==> src/hw/pll_fb_cfg_consts.svh <==
// Register map, reset values and field layout of the feedback divider bank.
// Assumes inclusion by bare name from the design files.
`ifndef PLL_FB_CFG_CONSTS_SVH
`define PLL_FB_CFG_CONSTS_SVH

// Register indices; byte address is four times the index
`define IDX_INT_DIVIDER_LOW_BYTE 10'h03b
`define IDX_FRAC_NUMERATOR_HIGH 10'h03c
`define IDX_FRAC_NUMERATOR_MID 10'h03d
`define IDX_FRAC_NUMERATOR_LOW 10'h03e
`define IDX_FRAC_DENOMINATOR_HIGH 10'h03f
`define IDX_FRAC_DENOMINATOR_MID 10'h040
`define IDX_FRAC_DENOMINATOR_LOW 10'h041
`define IDX_MODULATOR_CONTROL 10'h042
`define IDX_LOOP_FILTER_RESISTOR_TWO 10'h043
`define IDX_LOOP_FILTER_CAP_ONE 10'h044
`define NUM_REGS 10

// Field positions
`define DITHER_MSB 3
`define DITHER_LSB 2
`define ORDER_MSB 1
`define ORDER_LSB 0
`define FRAC_HIGH_W 6
`define MOD_CTRL_W 4
`define R2_W 6
`define C1_W 3

// Reset values
`define RST_INT_DIVIDER_LOW 8'h66
`define RST_FRAC_BYTE 8'h00
`define RST_FRAC_HIGH 6'h00
`define RST_MOD_CTRL 4'hc
`define RST_R2 6'h24
`define RST_C1 3'h0

// C1 capacitance: base plus step times code, in pF
`define C1_BASE_PF 9'h005
`define C1_STEP_PF 9'h032

`endif

==> src/hw/pll_fb_cfg_pkg.sv <==
// Types shared by the feedback divider configuration bank.
// Assumes nothing beyond a SystemVerilog compiler.
package pll_fb_cfg_pkg;

  typedef enum logic [1:0] {
    DITHER_WEAK = 2'b00,
    DITHER_MEDIUM = 2'b01,
    DITHER_STRONG = 2'b10,
    DITHER_OFF = 2'b11
  } dither_mode_t;

  typedef enum logic [1:0] {
    ORDER_INTEGER = 2'b00,
    ORDER_FIRST = 2'b01,
    ORDER_SECOND = 2'b10,
    ORDER_THIRD = 2'b11
  } mod_order_t;

  typedef enum logic [1:0] {
    BUS_SETUP = 2'b00,
    BUS_ANSWER = 2'b01
  } bus_phase_t;

endpackage : pll_fb_cfg_pkg

==> src/hw/pll_fb_cfg_regs.sv <==
// APB register bank for the fractional-N feedback path of a clock synthesizer.
// Assumes an APB3 master on pclk; field outputs feed the analog PLL directly.
//
// Summary of operation
// [RQ1] An RW byte holds integer divide bits 7:0 and resets to 0x66.
// [RQ2] The 22-bit numerator is high[5:0], mid and low bytes, top to bottom.
// [RQ3] The 22-bit denominator is assembled from three bytes the same way.
// [RQ4] All numerator and denominator bytes reset to zero and are RW.
// [RQ5] Dither select sits in bits 3:2, resets to 3, and 3 means no dither.
// [RQ6] Order select sits in bits 1:0, resets to 0, and 0 is integer mode.
// [RQ7] The R2 code sits in bits 5:0, resets to 0x24, and any code is legal.
// [RQ8] The C1 code sits in bits 2:0, resets to 0, giving 5 + 50*code pF.
// [RQ9] Reserved bits read as zero and writes to them change nothing.
//
// The implementer's own choice: the APB interface to the registers.
`timescale 1ns/1ps
`include "pll_fb_cfg_consts.svh"
module pll_fb_cfg_regs
  import pll_fb_cfg_pkg::*;
(
  input wire logic pclk,
  input wire logic presetn,
  input wire logic [11:0] paddr,
  input wire logic psel,
  input wire logic penable,
  input wire logic pwrite,
  input wire logic [31:0] pwdata,
  output logic [31:0] prdata,
  output logic pready,
  output logic pslverr,
  output logic [7:0] feedback_int_divide_value,
  output logic [21:0] frac_numerator_value,
  output logic [21:0] frac_denominator_value,
  output dither_mode_t modulator_dither_select,
  output mod_order_t modulator_order_select,
  output logic [5:0] filter_resistor_two_code,
  output logic [2:0] filter_cap_one_code,
  output logic [8:0] filter_cap_one_pf,
  output logic dither_enabled,
  output logic integer_mode,
  output logic frac_den_zero,
  output logic cfg_update
);

  // Register select positions within the decoder's one-hot vector
  localparam int S_INT = 0;
  localparam int S_NUM_H = 1;
  localparam int S_NUM_M = 2;
  localparam int S_NUM_L = 3;
  localparam int S_DEN_H = 4;
  localparam int S_DEN_M = 5;
  localparam int S_DEN_L = 6;
  localparam int S_MOD = 7;
  localparam int S_R2 = 8;
  localparam int S_C1 = 9;

  logic [`NUM_REGS-1:0] sel;
  logic hit;
  bus_phase_t phase;
  bus_phase_t next_phase;
  logic access;
  logic write_commit;
  logic [`NUM_REGS-1:0] wr_en;
  logic [7:0] wbyte;

  logic [7:0] int_low_q;
  logic [5:0] num_high_q;
  logic [7:0] num_mid_q;
  logic [7:0] num_low_q;
  logic [5:0] den_high_q;
  logic [7:0] den_mid_q;
  logic [7:0] den_low_q;
  logic [3:0] mod_ctrl_q;
  logic [5:0] r2_q;
  logic [2:0] c1_q;

  logic [7:0] rd_int;
  logic [7:0] rd_num_h;
  logic [7:0] rd_num_m;
  logic [7:0] rd_num_l;
  logic [7:0] rd_den_h;
  logic [7:0] rd_den_m;
  logic [7:0] rd_den_l;
  logic [7:0] rd_mod;
  logic [7:0] rd_r2;
  logic [7:0] rd_c1;
  logic [7:0] read_byte;
  logic [31:0] next_prdata;
  logic [8:0] next_cap_pf;
  logic [21:0] next_den;
  logic next_pready;
  logic next_pslverr;
  logic [31:0] next_rd_word;
  logic next_dither_en;
  logic next_int_mode;
  logic next_den_zero;
  logic next_update;

  cfg_addr_decode u_decode (
    .paddr(paddr),
    .sel(sel),
    .hit(hit)
  );

  // Access phase: first cycle waits, the pready cycle commits
  assign access = psel && penable;
  assign next_phase = (access && phase == BUS_SETUP) ? BUS_ANSWER : BUS_SETUP;
  assign write_commit = access && pready && pwrite;
  assign wr_en = write_commit ? sel : '0;
  assign wbyte = pwdata[7:0];

  always_ff @(posedge pclk or negedge presetn) begin
    if (!presetn) begin
      phase <= BUS_SETUP;
    end else begin
      phase <= next_phase;
    end
  end

  cfg_field_reg #(
    .W(8),
    .RESET(`RST_INT_DIVIDER_LOW)
  ) u_int_low ( // [RQ1]
    .pclk(pclk),
    .presetn(presetn),
    .wr_en(wr_en[S_INT]),
    .wr_data(wbyte),
    .q(int_low_q)
  );

  cfg_field_reg #(
    .W(`FRAC_HIGH_W),
    .RESET(`RST_FRAC_HIGH)
  ) u_num_high ( // [RQ2] [RQ4] [RQ9]
    .pclk(pclk),
    .presetn(presetn),
    .wr_en(wr_en[S_NUM_H]),
    .wr_data(wbyte[`FRAC_HIGH_W-1:0]),
    .q(num_high_q)
  );

  cfg_field_reg #(
    .W(8),
    .RESET(`RST_FRAC_BYTE)
  ) u_num_mid ( // [RQ4]
    .pclk(pclk),
    .presetn(presetn),
    .wr_en(wr_en[S_NUM_M]),
    .wr_data(wbyte),
    .q(num_mid_q)
  );

  cfg_field_reg #(
    .W(8),
    .RESET(`RST_FRAC_BYTE)
  ) u_num_low ( // [RQ4]
    .pclk(pclk),
    .presetn(presetn),
    .wr_en(wr_en[S_NUM_L]),
    .wr_data(wbyte),
    .q(num_low_q)
  );

  cfg_field_reg #(
    .W(`FRAC_HIGH_W),
    .RESET(`RST_FRAC_HIGH)
  ) u_den_high ( // [RQ3] [RQ4] [RQ9]
    .pclk(pclk),
    .presetn(presetn),
    .wr_en(wr_en[S_DEN_H]),
    .wr_data(wbyte[`FRAC_HIGH_W-1:0]),
    .q(den_high_q)
  );

  cfg_field_reg #(
    .W(8),
    .RESET(`RST_FRAC_BYTE)
  ) u_den_mid ( // [RQ4]
    .pclk(pclk),
    .presetn(presetn),
    .wr_en(wr_en[S_DEN_M]),
    .wr_data(wbyte),
    .q(den_mid_q)
  );

  cfg_field_reg #(
    .W(8),
    .RESET(`RST_FRAC_BYTE)
  ) u_den_low ( // [RQ4]
    .pclk(pclk),
    .presetn(presetn),
    .wr_en(wr_en[S_DEN_L]),
    .wr_data(wbyte),
    .q(den_low_q)
  );

  cfg_field_reg #(
    .W(`MOD_CTRL_W),
    .RESET(`RST_MOD_CTRL)
  ) u_mod_ctrl ( // [RQ5] [RQ6] [RQ9]
    .pclk(pclk),
    .presetn(presetn),
    .wr_en(wr_en[S_MOD]),
    .wr_data(wbyte[`MOD_CTRL_W-1:0]),
    .q(mod_ctrl_q)
  );

  cfg_field_reg #(
    .W(`R2_W),
    .RESET(`RST_R2)
  ) u_r2 ( // [RQ7] [RQ9]
    .pclk(pclk),
    .presetn(presetn),
    .wr_en(wr_en[S_R2]),
    .wr_data(wbyte[`R2_W-1:0]),
    .q(r2_q)
  );

  cfg_field_reg #(
    .W(`C1_W),
    .RESET(`RST_C1)
  ) u_c1 ( // [RQ8] [RQ9]
    .pclk(pclk),
    .presetn(presetn),
    .wr_en(wr_en[S_C1]),
    .wr_data(wbyte[`C1_W-1:0]),
    .q(c1_q)
  );

  // Field outputs come straight from the field flops
  assign feedback_int_divide_value = int_low_q; // [RQ1]
  assign frac_numerator_value = {num_high_q, num_mid_q, num_low_q}; // [RQ2]
  assign frac_denominator_value = {den_high_q, den_mid_q, den_low_q}; // [RQ3]
  assign modulator_dither_select =
    dither_mode_t'(mod_ctrl_q[`DITHER_MSB:`DITHER_LSB]); // [RQ5]
  assign modulator_order_select =
    mod_order_t'(mod_ctrl_q[`ORDER_MSB:`ORDER_LSB]); // [RQ6]
  assign filter_resistor_two_code = r2_q; // [RQ7]
  assign filter_cap_one_code = c1_q; // [RQ8]

  // Read-back with reserved bits forced to zero
  assign rd_int = int_low_q;
  assign rd_num_h = {2'h0, num_high_q}; // [RQ9]
  assign rd_num_m = num_mid_q;
  assign rd_num_l = num_low_q;
  assign rd_den_h = {2'h0, den_high_q}; // [RQ9]
  assign rd_den_m = den_mid_q;
  assign rd_den_l = den_low_q;
  assign rd_mod = {4'h0, mod_ctrl_q}; // [RQ9]
  assign rd_r2 = {2'h0, r2_q}; // [RQ9]
  assign rd_c1 = {5'h0, c1_q}; // [RQ9]

  assign read_byte = ({8{sel[S_INT]}} & rd_int)
                   | ({8{sel[S_NUM_H]}} & rd_num_h)
                   | ({8{sel[S_NUM_M]}} & rd_num_m)
                   | ({8{sel[S_NUM_L]}} & rd_num_l)
                   | ({8{sel[S_DEN_H]}} & rd_den_h)
                   | ({8{sel[S_DEN_M]}} & rd_den_m)
                   | ({8{sel[S_DEN_L]}} & rd_den_l)
                   | ({8{sel[S_MOD]}} & rd_mod)
                   | ({8{sel[S_R2]}} & rd_r2)
                   | ({8{sel[S_C1]}} & rd_c1);
  assign next_prdata = {24'h0000_00, read_byte};

  // Answer one cycle into the access phase
  assign next_pready = (next_phase == BUS_ANSWER);
  assign next_pslverr = next_pready && !hit;
  assign next_rd_word = (next_pready && !pwrite) ? next_prdata
                                                 : 32'h0000_0000;

  always_ff @(posedge pclk or negedge presetn) begin
    if (!presetn) begin
      pready <= 1'b0;
    end else begin
      pready <= next_pready;
    end
  end

  always_ff @(posedge pclk or negedge presetn) begin
    if (!presetn) begin
      pslverr <= 1'b0;
    end else begin
      pslverr <= next_pslverr;
    end
  end

  always_ff @(posedge pclk or negedge presetn) begin
    if (!presetn) begin
      prdata <= 32'h0000_0000;
    end else begin
      prdata <= next_rd_word;
    end
  end

  // Status derived from the stored fields and the write enables, registered
  // Each status flag lags its field by one cycle; cfg_update lags the write enables and rises with the written field
  assign next_cap_pf = `C1_BASE_PF + `C1_STEP_PF * {6'h00, c1_q}; // [RQ8]
  assign next_den = {den_high_q, den_mid_q, den_low_q};
  assign next_dither_en = (modulator_dither_select != DITHER_OFF); // [RQ5]
  assign next_int_mode = (modulator_order_select == ORDER_INTEGER); // [RQ6]
  assign next_den_zero = (next_den == 22'h00_0000);
  assign next_update = |wr_en;

  always_ff @(posedge pclk or negedge presetn) begin
    if (!presetn) begin
      filter_cap_one_pf <= `C1_BASE_PF;
    end else begin
      filter_cap_one_pf <= next_cap_pf;
    end
  end

  always_ff @(posedge pclk or negedge presetn) begin
    if (!presetn) begin
      dither_enabled <= 1'b0;
    end else begin
      dither_enabled <= next_dither_en;
    end
  end

  always_ff @(posedge pclk or negedge presetn) begin
    if (!presetn) begin
      integer_mode <= 1'b1;
    end else begin
      integer_mode <= next_int_mode;
    end
  end

  always_ff @(posedge pclk or negedge presetn) begin
    if (!presetn) begin
      frac_den_zero <= 1'b1;
    end else begin
      frac_den_zero <= next_den_zero;
    end
  end

  always_ff @(posedge pclk or negedge presetn) begin
    if (!presetn) begin
      cfg_update <= 1'b0;
    end else begin
      cfg_update <= next_update;
    end
  end

endmodule : pll_fb_cfg_regs

==> src/hw/cfg_field_reg.sv <==
// One software-writable configuration field with a fixed reset value.
// Assumes write enable and data come from logic on the same clock.
`timescale 1ns/1ps
module cfg_field_reg #(
  parameter int W = 8,
  parameter logic [W-1:0] RESET = '0
) (
  input wire logic pclk,
  input wire logic presetn,
  input wire logic wr_en,
  input wire logic [W-1:0] wr_data,
  output logic [W-1:0] q
);

  always_ff @(posedge pclk or negedge presetn) begin
    if (!presetn) begin
      q <= RESET;
    end else if (wr_en) begin
      q <= wr_data;
    end
  end

endmodule : cfg_field_reg

==> src/hw/cfg_addr_decode.sv <==
// Turns an APB byte address into one-hot register selects.
// Assumes word-aligned registers in one contiguous index range.
`timescale 1ns/1ps
`include "pll_fb_cfg_consts.svh"
module cfg_addr_decode (
  input wire logic [11:0] paddr,
  output logic [`NUM_REGS-1:0] sel,
  output logic hit
);

  logic [9:0] index;
  logic aligned;
  logic [9:0] offset;
  logic in_range;

  assign index = paddr[11:2];
  assign aligned = (paddr[1:0] == 2'h0);
  assign offset = index - `IDX_INT_DIVIDER_LOW_BYTE;
  assign in_range = (index >= `IDX_INT_DIVIDER_LOW_BYTE) &&
                    (index <= `IDX_LOOP_FILTER_CAP_ONE);
  assign hit = aligned && in_range;

  genvar i;
  generate
    for (i = 0; i < `NUM_REGS; i++) begin : g_sel
      assign sel[i] = hit && (offset == 10'(i));
    end
  endgenerate

endmodule : cfg_addr_decode

==> config.mk <==
export PLATFORM = sky130hd
export DESIGN_NAME = pll_fb_cfg_regs
export DESIGN_NICKNAME = d
export VERILOG_FILES = /design/src/hw/pll_fb_cfg_pkg.sv /design/src/hw/pll_fb_cfg_regs.sv /design/src/hw/cfg_field_reg.sv /design/src/hw/cfg_addr_decode.sv
export VERILOG_INCLUDE_DIRS = /design/src /design/src/hw
export SDC_FILE = /design/constraint.sdc
export NUM_CORES = 1
export LEC_CHECK = 0
export BUFFER_PORTS_ARGS = -buffer_cell sky130_fd_sc_hd__buf_2
export CORE_MARGIN = 2
export CORE_UTILIZATION = 46
export CTS_BUF_LIST = sky130_fd_sc_hd__clkbuf_4 sky130_fd_sc_hd__clkbuf_8
export DETAILED_ROUTE_END_ITERATION = 10
export PLACE_DENSITY = 0.78
export REMOVE_ABC_BUFFERS = 1
export SETUP_SLACK_MARGIN = 0.3
export SYNTH_ARGS = -nofsm -noshare
export SYNTH_HDL_FRONTEND = slang
export SYNTH_SLANG_ARGS = --single-unit
==> constraint.sdc <==
create_clock -name pclk -period 1.75 [get_ports pclk]
set_input_delay 0.35 -clock pclk [delete_from_list [all_inputs] [get_ports pclk]]
set_output_delay 0.35 -clock pclk [all_outputs]
set_load 0.01 [all_outputs]
==> results.sh, run 1 <==
export IMPL_drt_iter0_markers=318
export IMPL_ff2ff_setup_slack_ns=0.15
export IMPL_avgSynthCellArea_um2=12.61
export IMPL_track_usage_pct=26.39
export IMPL_synth_seq_cells=87
export IMPL_p_int_mw=3.272
export IMPL_route_vias_total=3747
export IMPL_place_inst=626
export IMPL_dpl_hpwl_um=9490
export IMPL_cts_sinks=87
export IMPL_first_pass_iters=5
export IMPL_vias_per_cell=5.635
export IMPL_synth_cell_types=64
export IMPL_gr_max_usage_layer="met2"
export IMPL_met3_usage_pct=4.924
export IMPL_grtUsageMet1_pct=35.69
export IMPL_p_sw_mw=0.9231
export IMPL_grt_use_met2_pct=43.03
export IMPL_pin_count=161
export IMPL_cts_buffers=9
export IMPL_drc=0
export IMPL_placed_area_um2=5489
export IMPL_final_cells=665
export IMPL_start_kind="input port"
export IMPL_io_buffer_count=111
export IMPL_cp_data_required_time_ns=2.01
export IMPL_final_cell_mix="buf_2 (104), dfrtp_1 (76), buf_4 (68)"
export IMPL_pwr_share_seq_pct=48.0
export IMPL_hold_viol=0
export IMPL_synth_edf_count=0
export IMPL_antenna_found_initial=0
export IMPL_report_final_slew_viol_count=0
export IMPL_clk_pin_slew_ns=0.08
export IMPL_critPathMaxFanout=4
export IMPL_seq_area_frac_synth_pct=50.81
export IMPL_grt_setup_unrepaired="true"
export IMPL_fin_area_um2=6406
export IMPL_wl_per_cell_um=20.75
export IMPL_grt_ovfl_total=0
export IMPL_cp_startpoint="paddr[5]"
export IMPL_h_tree_depth=3
export IMPL_antenna_left=0
export IMPL_syn_inst=342
export IMPL_coreArea_um2=9153
export IMPL_period_share_pct=95.91
export IMPL_fmax_ghz=0.5958
export IMPL_end_kind="register"
export IMPL_p_sw_share_pct=22.01
export IMPL_layout_drive_gt1_share_pct=62.64
export IMPL_period_needed_ns=1.679
export IMPL_clockBufferDepth=2
export IMPL_async_flop_share_pct=100.0
export IMPL_finalSetupViolCount=0
export IMPL_syn_area_um2=4312
export IMPL_insertion_delay_ns=0.36
export IMPL_ir_drop_mv=0.4804
export IMPL_cp_arrival_ns=1.94
export IMPL_grt_pass1_vias=3686
export IMPL_die_area_um2=10160
export IMPL_leakage_nw=3.298
export IMPL_fp_dieH_um=100.8
export IMPL_maxCapViolCount=0
export IMPL_worstRegToRegCells=8
export IMPL_layout_commonest_cell="buf_2"
export IMPL_r2r_start="pready$_DFF_PN0_"
export IMPL_rows=35
export IMPL_pwr_share_comb_pct=7.9
export IMPL_outcome="complete, no violations"
export IMPL_wl_um=13800
export IMPL_r2r_end="u_den_mid.q[1]$_DFFE_PN0P_"
export IMPL_synth_top_flop_cell="dfrtp_1"
export IMPL_clockRootBuffer="clkbuf_8"
export IMPL_pwr_density_cell_nw_per_um2=654.8
export IMPL_clock_power_share_pct=44.0
export IMPL_endpoint="prdata[6]$_DFF_PN0_"
export IMPL_cts_tree="yes"
export IMPL_hp_class="in -> reg"
export IMPL_area_growth_pct=48.58
export IMPL_initial_core_util_pct=47.11
export IMPL_die_w_um=100.8
export IMPL_finalClockSkew_ns=0.01614
export IMPL_gp_congestion=0.9560
export IMPL_antenna_cells=0
export IMPL_yosys_warnings=0
export IMPL_grt_max_degree=40
export IMPL_fin_nets=603
export IMPL_crit_type="in -> reg"
export IMPL_grt_pass1_wl_um=20220
## synthesized netlist by cell type, types with 4 or more instances
cell       n  area, um^2
mux2_2    62       698.2
nor4_1     7       43.79
dfrtp_1   76        1902
ha_1       5       62.56
nor3_1     7       35.03
nand2_1   13       48.80
nor2_1    12       45.04
clkbuf_1   5       18.77
a21oi_1   14       70.07
mux2_1     4       45.04
buf_4     26       195.2
a22oi_1    6       45.04
buf_1      4       15.01
nand3_1    4       20.02
o21ai_0    5       25.02
dfstp_2   11       289.0
a222oi_1   4       40.04
## cell families after synthesis
logic type | share of synthesized area (%)
buffers and inverters | 5.804
adder cells (fa/ha/maj) | 1.451
XOR/XNOR | 1.016
other | 0.1742
AO/OA/AOI/OAI | 7.197
multiplexers | 18.28
flip-flops | 50.81
AND/OR/NAND/NOR | 15.26
## worst min path at each step
| stage | startpoint | slack [ns] | endpoint | cells past startpoint |
|---|---|---|---|---|
| floorplan | presetn | 0.05 | cfg_update$_DFF_PN0_ | 0 |
| global placement | presetn | 0.29 | prdata[3]$_DFF_PN0_ | 1 |
| detailed placement | presetn | 0.30 | prdata[3]$_DFF_PN0_ | 1 |
| CTS | pwdata[6] | 0.28 | u_num_mid.q[6]$_DFFE_PN0P_ | 2 |
| global route | pwdata[7] | 0.29 | u_int_low.q[7]$_DFFE_PN0P_ | 2 |
| finish | pwdata[7] | 0.30 | u_num_mid.q[7]$_DFFE_PN0P_ | 2 |
## layer usage
metal  vias to the layer above  wire [um]
met2                       180       6891
met3                        37        951
met4                         0        381
li1                       1630          -
met1                      1900       5575
met5                         -          0
## critical path, stage by stage
cell,delay [ns]
buf_8,0.10
or4b_4,0.59
nor2_2,0.24
and3_4,0.26
buf_4,0.12
a22oi_1,0.07
a21oi_1,0.21
## what timing repair did
item                                   CTS  global route
buffers inserted                        13             9
hold buffers                             1             0
endpoints found under the hold margin   22             0
setup endpoints to repair               74            74
pin swaps                               19            16
resized for setup                       71            44
## area by class of cell
type	instances	area [um^2]
multi-input cells	238	2282
well taps	111	138.9
inverters	3	13.76
repair buffers	210	1513
clock inverters	5	128.9
fillers	606	2746
clock buffers	11	138.9
flip-flops and latches	87	2191
## sequential cells by signal, indices dropped and copies added, names as in the netlist, 3 cells and up
| register | count |
|---|---|
| u_mod_ctrl.q | 4 |
| u_num_high.q | 6 |
| u_num_mid.q | 8 |
| filter_cap_one_pf | 8 |
| u_den_mid.q | 8 |
| u_int_low.q | 8 |
| u_r2.q | 6 |
| u_num_low.q | 8 |
| prdata | 8 |
| u_den_high.q | 6 |
| u_c1.q | 3 |
| u_den_low.q | 8 |
## stage by stage
stage | setup TNS (ns) | hold WS (ns) | worst slack (ns) | util [%] | power [mW]
floorplan | -2.398 | 0.05441 | -0.1066 | - | 2.133
global placement | -13.60 | 0.2895 | -0.2707 | 59.97 | 2.323
detailed placement | -15.24 | 0.2984 | -0.2953 | 59.97 | 2.329
CTS | 0 | 0.2839 | 0.1365 | 67.22 | 4.172
global route | 0 | 0.2867 | 0.04541 | 69.99 | 4.321
finish | 0 | 0.2993 | 0.07149 | 69.99 | 4.195
## power by group through the flow
stage               logic [mW]  clock network [mW]  registers (mW)
global route             0.358                1.95            2.02
finish                   0.333                1.85            2.01
global placement         0.268                   0            2.05
detailed placement       0.275                   0            2.05
CTS                      0.307                1.85            2.01
floorplan               0.0762                   0            2.06
Note: power is estimated with default switching activity, not from simulation.
==> run 2, diff against run 1 <==
--- a/config.mk
+++ b/config.mk
@@ -11,7 +11,7 @@
 export CORE_UTILIZATION = 46
 export CTS_BUF_LIST = sky130_fd_sc_hd__clkbuf_4 sky130_fd_sc_hd__clkbuf_8
 export DETAILED_ROUTE_END_ITERATION = 10
-export PLACE_DENSITY = 0.78
+export PLACE_DENSITY = 0.76
 export REMOVE_ABC_BUFFERS = 1
 export SETUP_SLACK_MARGIN = 0.3
 export SYNTH_ARGS = -nofsm -noshare
==> run 2 against run 1 <==
Clock skew shrank 0.0056 ns. Combinational power shrank 6.3%. Non-clock buffer count decreased by 14. Design area decreased by 2.8%. Total power fell by 4.1%. Critical path depth decreased by 1. Via count fell by 3.0%. Utilization is 2.0 points lower. Sequential power about the same. Worst setup slack improved by 0.052 ns. Highest routed layer unchanged.
==> results.sh, run 2 (synthesis results as in run 1) <==
export IMPL_cts_sinks=87
export IMPL_clockRootBuffer="clkbuf_8"
export IMPL_fin_nets=589
export IMPL_first_pass_iters=5
export IMPL_report_final_slew_viol_count=0
export IMPL_worstRegToRegCells=8
export IMPL_layout_drive_gt1_share_pct=63.70
export IMPL_clockBufferDepth=2
export IMPL_start_kind="input port"
export IMPL_gp_congestion=0.9584
export IMPL_layout_commonest_cell="buf_2"
export IMPL_cp_arrival_ns=1.90
export IMPL_final_cell_mix="buf_2 (105), dfrtp_1 (75), buf_4 (64)"
export IMPL_leakage_nw=3.190
export IMPL_insertion_delay_ns=0.36
export IMPL_grt_pass1_wl_um=19110
export IMPL_crit_chain="buf_6 > or4b_4 > or4_4 > a21oi_2 > a221oi_1 > a21oi_1"
export IMPL_initial_core_util_pct=47.11
export IMPL_cts_tree="yes"
export IMPL_antenna_left=0
export IMPL_grt_setup_unrepaired="true"
export IMPL_fmax_ghz=0.6149
export IMPL_holdBufCountCts=0
export IMPL_hold_viol=0
export IMPL_pwr_density_cell_nw_per_um2=646.1
export IMPL_place_inst=620
export IMPL_finalPower_mw=4.022
export IMPL_antenna_found_initial=0
export IMPL_maxCapViolCount=0
export IMPL_clk_pin_slew_ns=0.09
export IMPL_die_w_um=100.8
export IMPL_finalClockSkew_ns=0.01058
export IMPL_dpl_hpwl_um=9164
export IMPL_coreArea_um2=9153
export IMPL_drt_iter0_markers=294
export IMPL_track_usage_pct=25.37
export IMPL_whs_ns=0.02021
export IMPL_cp_slowest_cell="or4b_4"
export IMPL_die_area_um2=10160
export IMPL_fp_dieH_um=100.8
export IMPL_ir_drop_mv=0.4291
export IMPL_finalSetupViolCount=0
export IMPL_grt_pass1_vias=3449
export IMPL_grt_ovfl_total=0
export IMPL_final_cells=651
export IMPL_outcome="complete, no violations"
export IMPL_h_tree_depth=3
export IMPL_route_vias_total=3636
export IMPL_end_kind="register"
export IMPL_antenna_cells=0
export IMPL_area_growth_pct=44.37
export IMPL_grt_max_degree=88
export IMPL_cp_data_required_time_ns=2.03
export IMPL_crit_type="in -> reg"
export IMPL_slowest_delay_ns=0.61
export IMPL_wl_per_cell_um=20.34
export IMPL_io_buffer_count=111
export IMPL_rows=35
export IMPL_pin_count=161
export IMPL_cts_buffers=9
export IMPL_period_share_pct=92.92
export IMPL_hp_class="in -> async"
export IMPL_critPathMaxFanout=4
export IMPL_period_needed_ns=1.626
export IMPL_vias_per_cell=5.585
export IMPL_wl_um=13240
export IMPL_drc=0
[run 2: cell count changes in the layout (fill, tap and decap cells not counted), moves of 3 or more]
cell     previous run  this run
mux2_2             19        23
nand2_4             5         2
a21oi_1            14        11
a21oi_2             0         3
buf_6              29        23
nand2_2             2         5
mux2_4             48        44
buf_12              5         2
buf_4              68        64
[run 2: area by class of cell]
class | count | area (um^2)
clock buffer | 9 | 123.9
clock inverter | 7 | 120.1
fill | 662 | 2928
inverter | 3 | 11.26
multi-input combinational | 238 | 2303
sequential | 87 | 2192
tap | 111 | 138.9
timing repair buffer | 196 | 1335
[run 2: through the flow]
step           worst slack [ns]  area [um^2]  setup TNS, ns  util, %
2_1_floorplan           -0.1066         4159         -2.398        -
3_3_place_gp            -0.3623         5406         -13.89    59.07
3_5_place_dp            -0.3627         5406         -14.46    59.07
4_1_cts                  0.1456         5997              0    65.52
5_1_grt                 0.09748         6225              0    68.01
6_report                 0.1238         6225              0    68.01
[run 2: what timing repair did]
action / in CTS / in global routing
resized for setup: 65 / 47
endpoints found under the hold margin: 0 / 0
pin swaps: 25 / 12
setup endpoints to repair: 74 / 77
buffers inserted: 9 / 6
[run 2: layer usage]
| layer | global-route usage, % | part of all wire [%] | up-vias | wire, um |
|---|---|---|---|---|
| met4 | 9.062 | 1.9 | 0 | 248 |
| met5 | 0 | 0 | - | 0 |
| met3 | 5.201 | 7.7 | 19 | 1022 |
| met2 | 40.10 | 49 | 192 | 6462 |
| li1 | - | - | 1612 | - |
| met1 | 34.73 | 42 | 1813 | 5507 |
[run 2: power by group]
group / switching, mW / internal, mW / total [mW] / leakage [nW]
Sequential: 0.00157 / 2.01 / 2.01 / 1.14
Combinational: 0.200 / 0.112 / 0.312 / 1.93
Clock: 0.742 / 0.953 / 1.70 / 0.120
[run 2: worst paths after layout]
kind / from / slack, ns / endpoint
max: paddr[5] / 0.12 / prdata[2]$_DFF_PN0_
min: presetn / 0.02 / prdata[5]$_DFF_PN0_
max reg2reg: pready$_DFF_PN0_ / 0.17 / u_den_mid.q[2]$_DFFE_PN0P_
min reg2reg: u_c1.q[1]$_DFFE_PN0P_ / 0.44 / filter_cap_one_pf[2]$_DFF_PN1_
max in group asynchronous: presetn / 1.35 / u_mod_ctrl.q[2]$_DFFE_PN1P_
min in group pclk: pwdata[7] / 0.29 / u_num_low.q[7]$_DFFE_PN0P_
[run 2: worst max-delay path, delay by kind of cell]
| family | cells | cell delay (ns) |
|---|---|---|
| AO/OA/AOI/OAI | 3 | 0.41 |
| buffers and inverters | 1 | 0.10 |
| AND/OR/NAND/NOR | 2 | 1.05 |
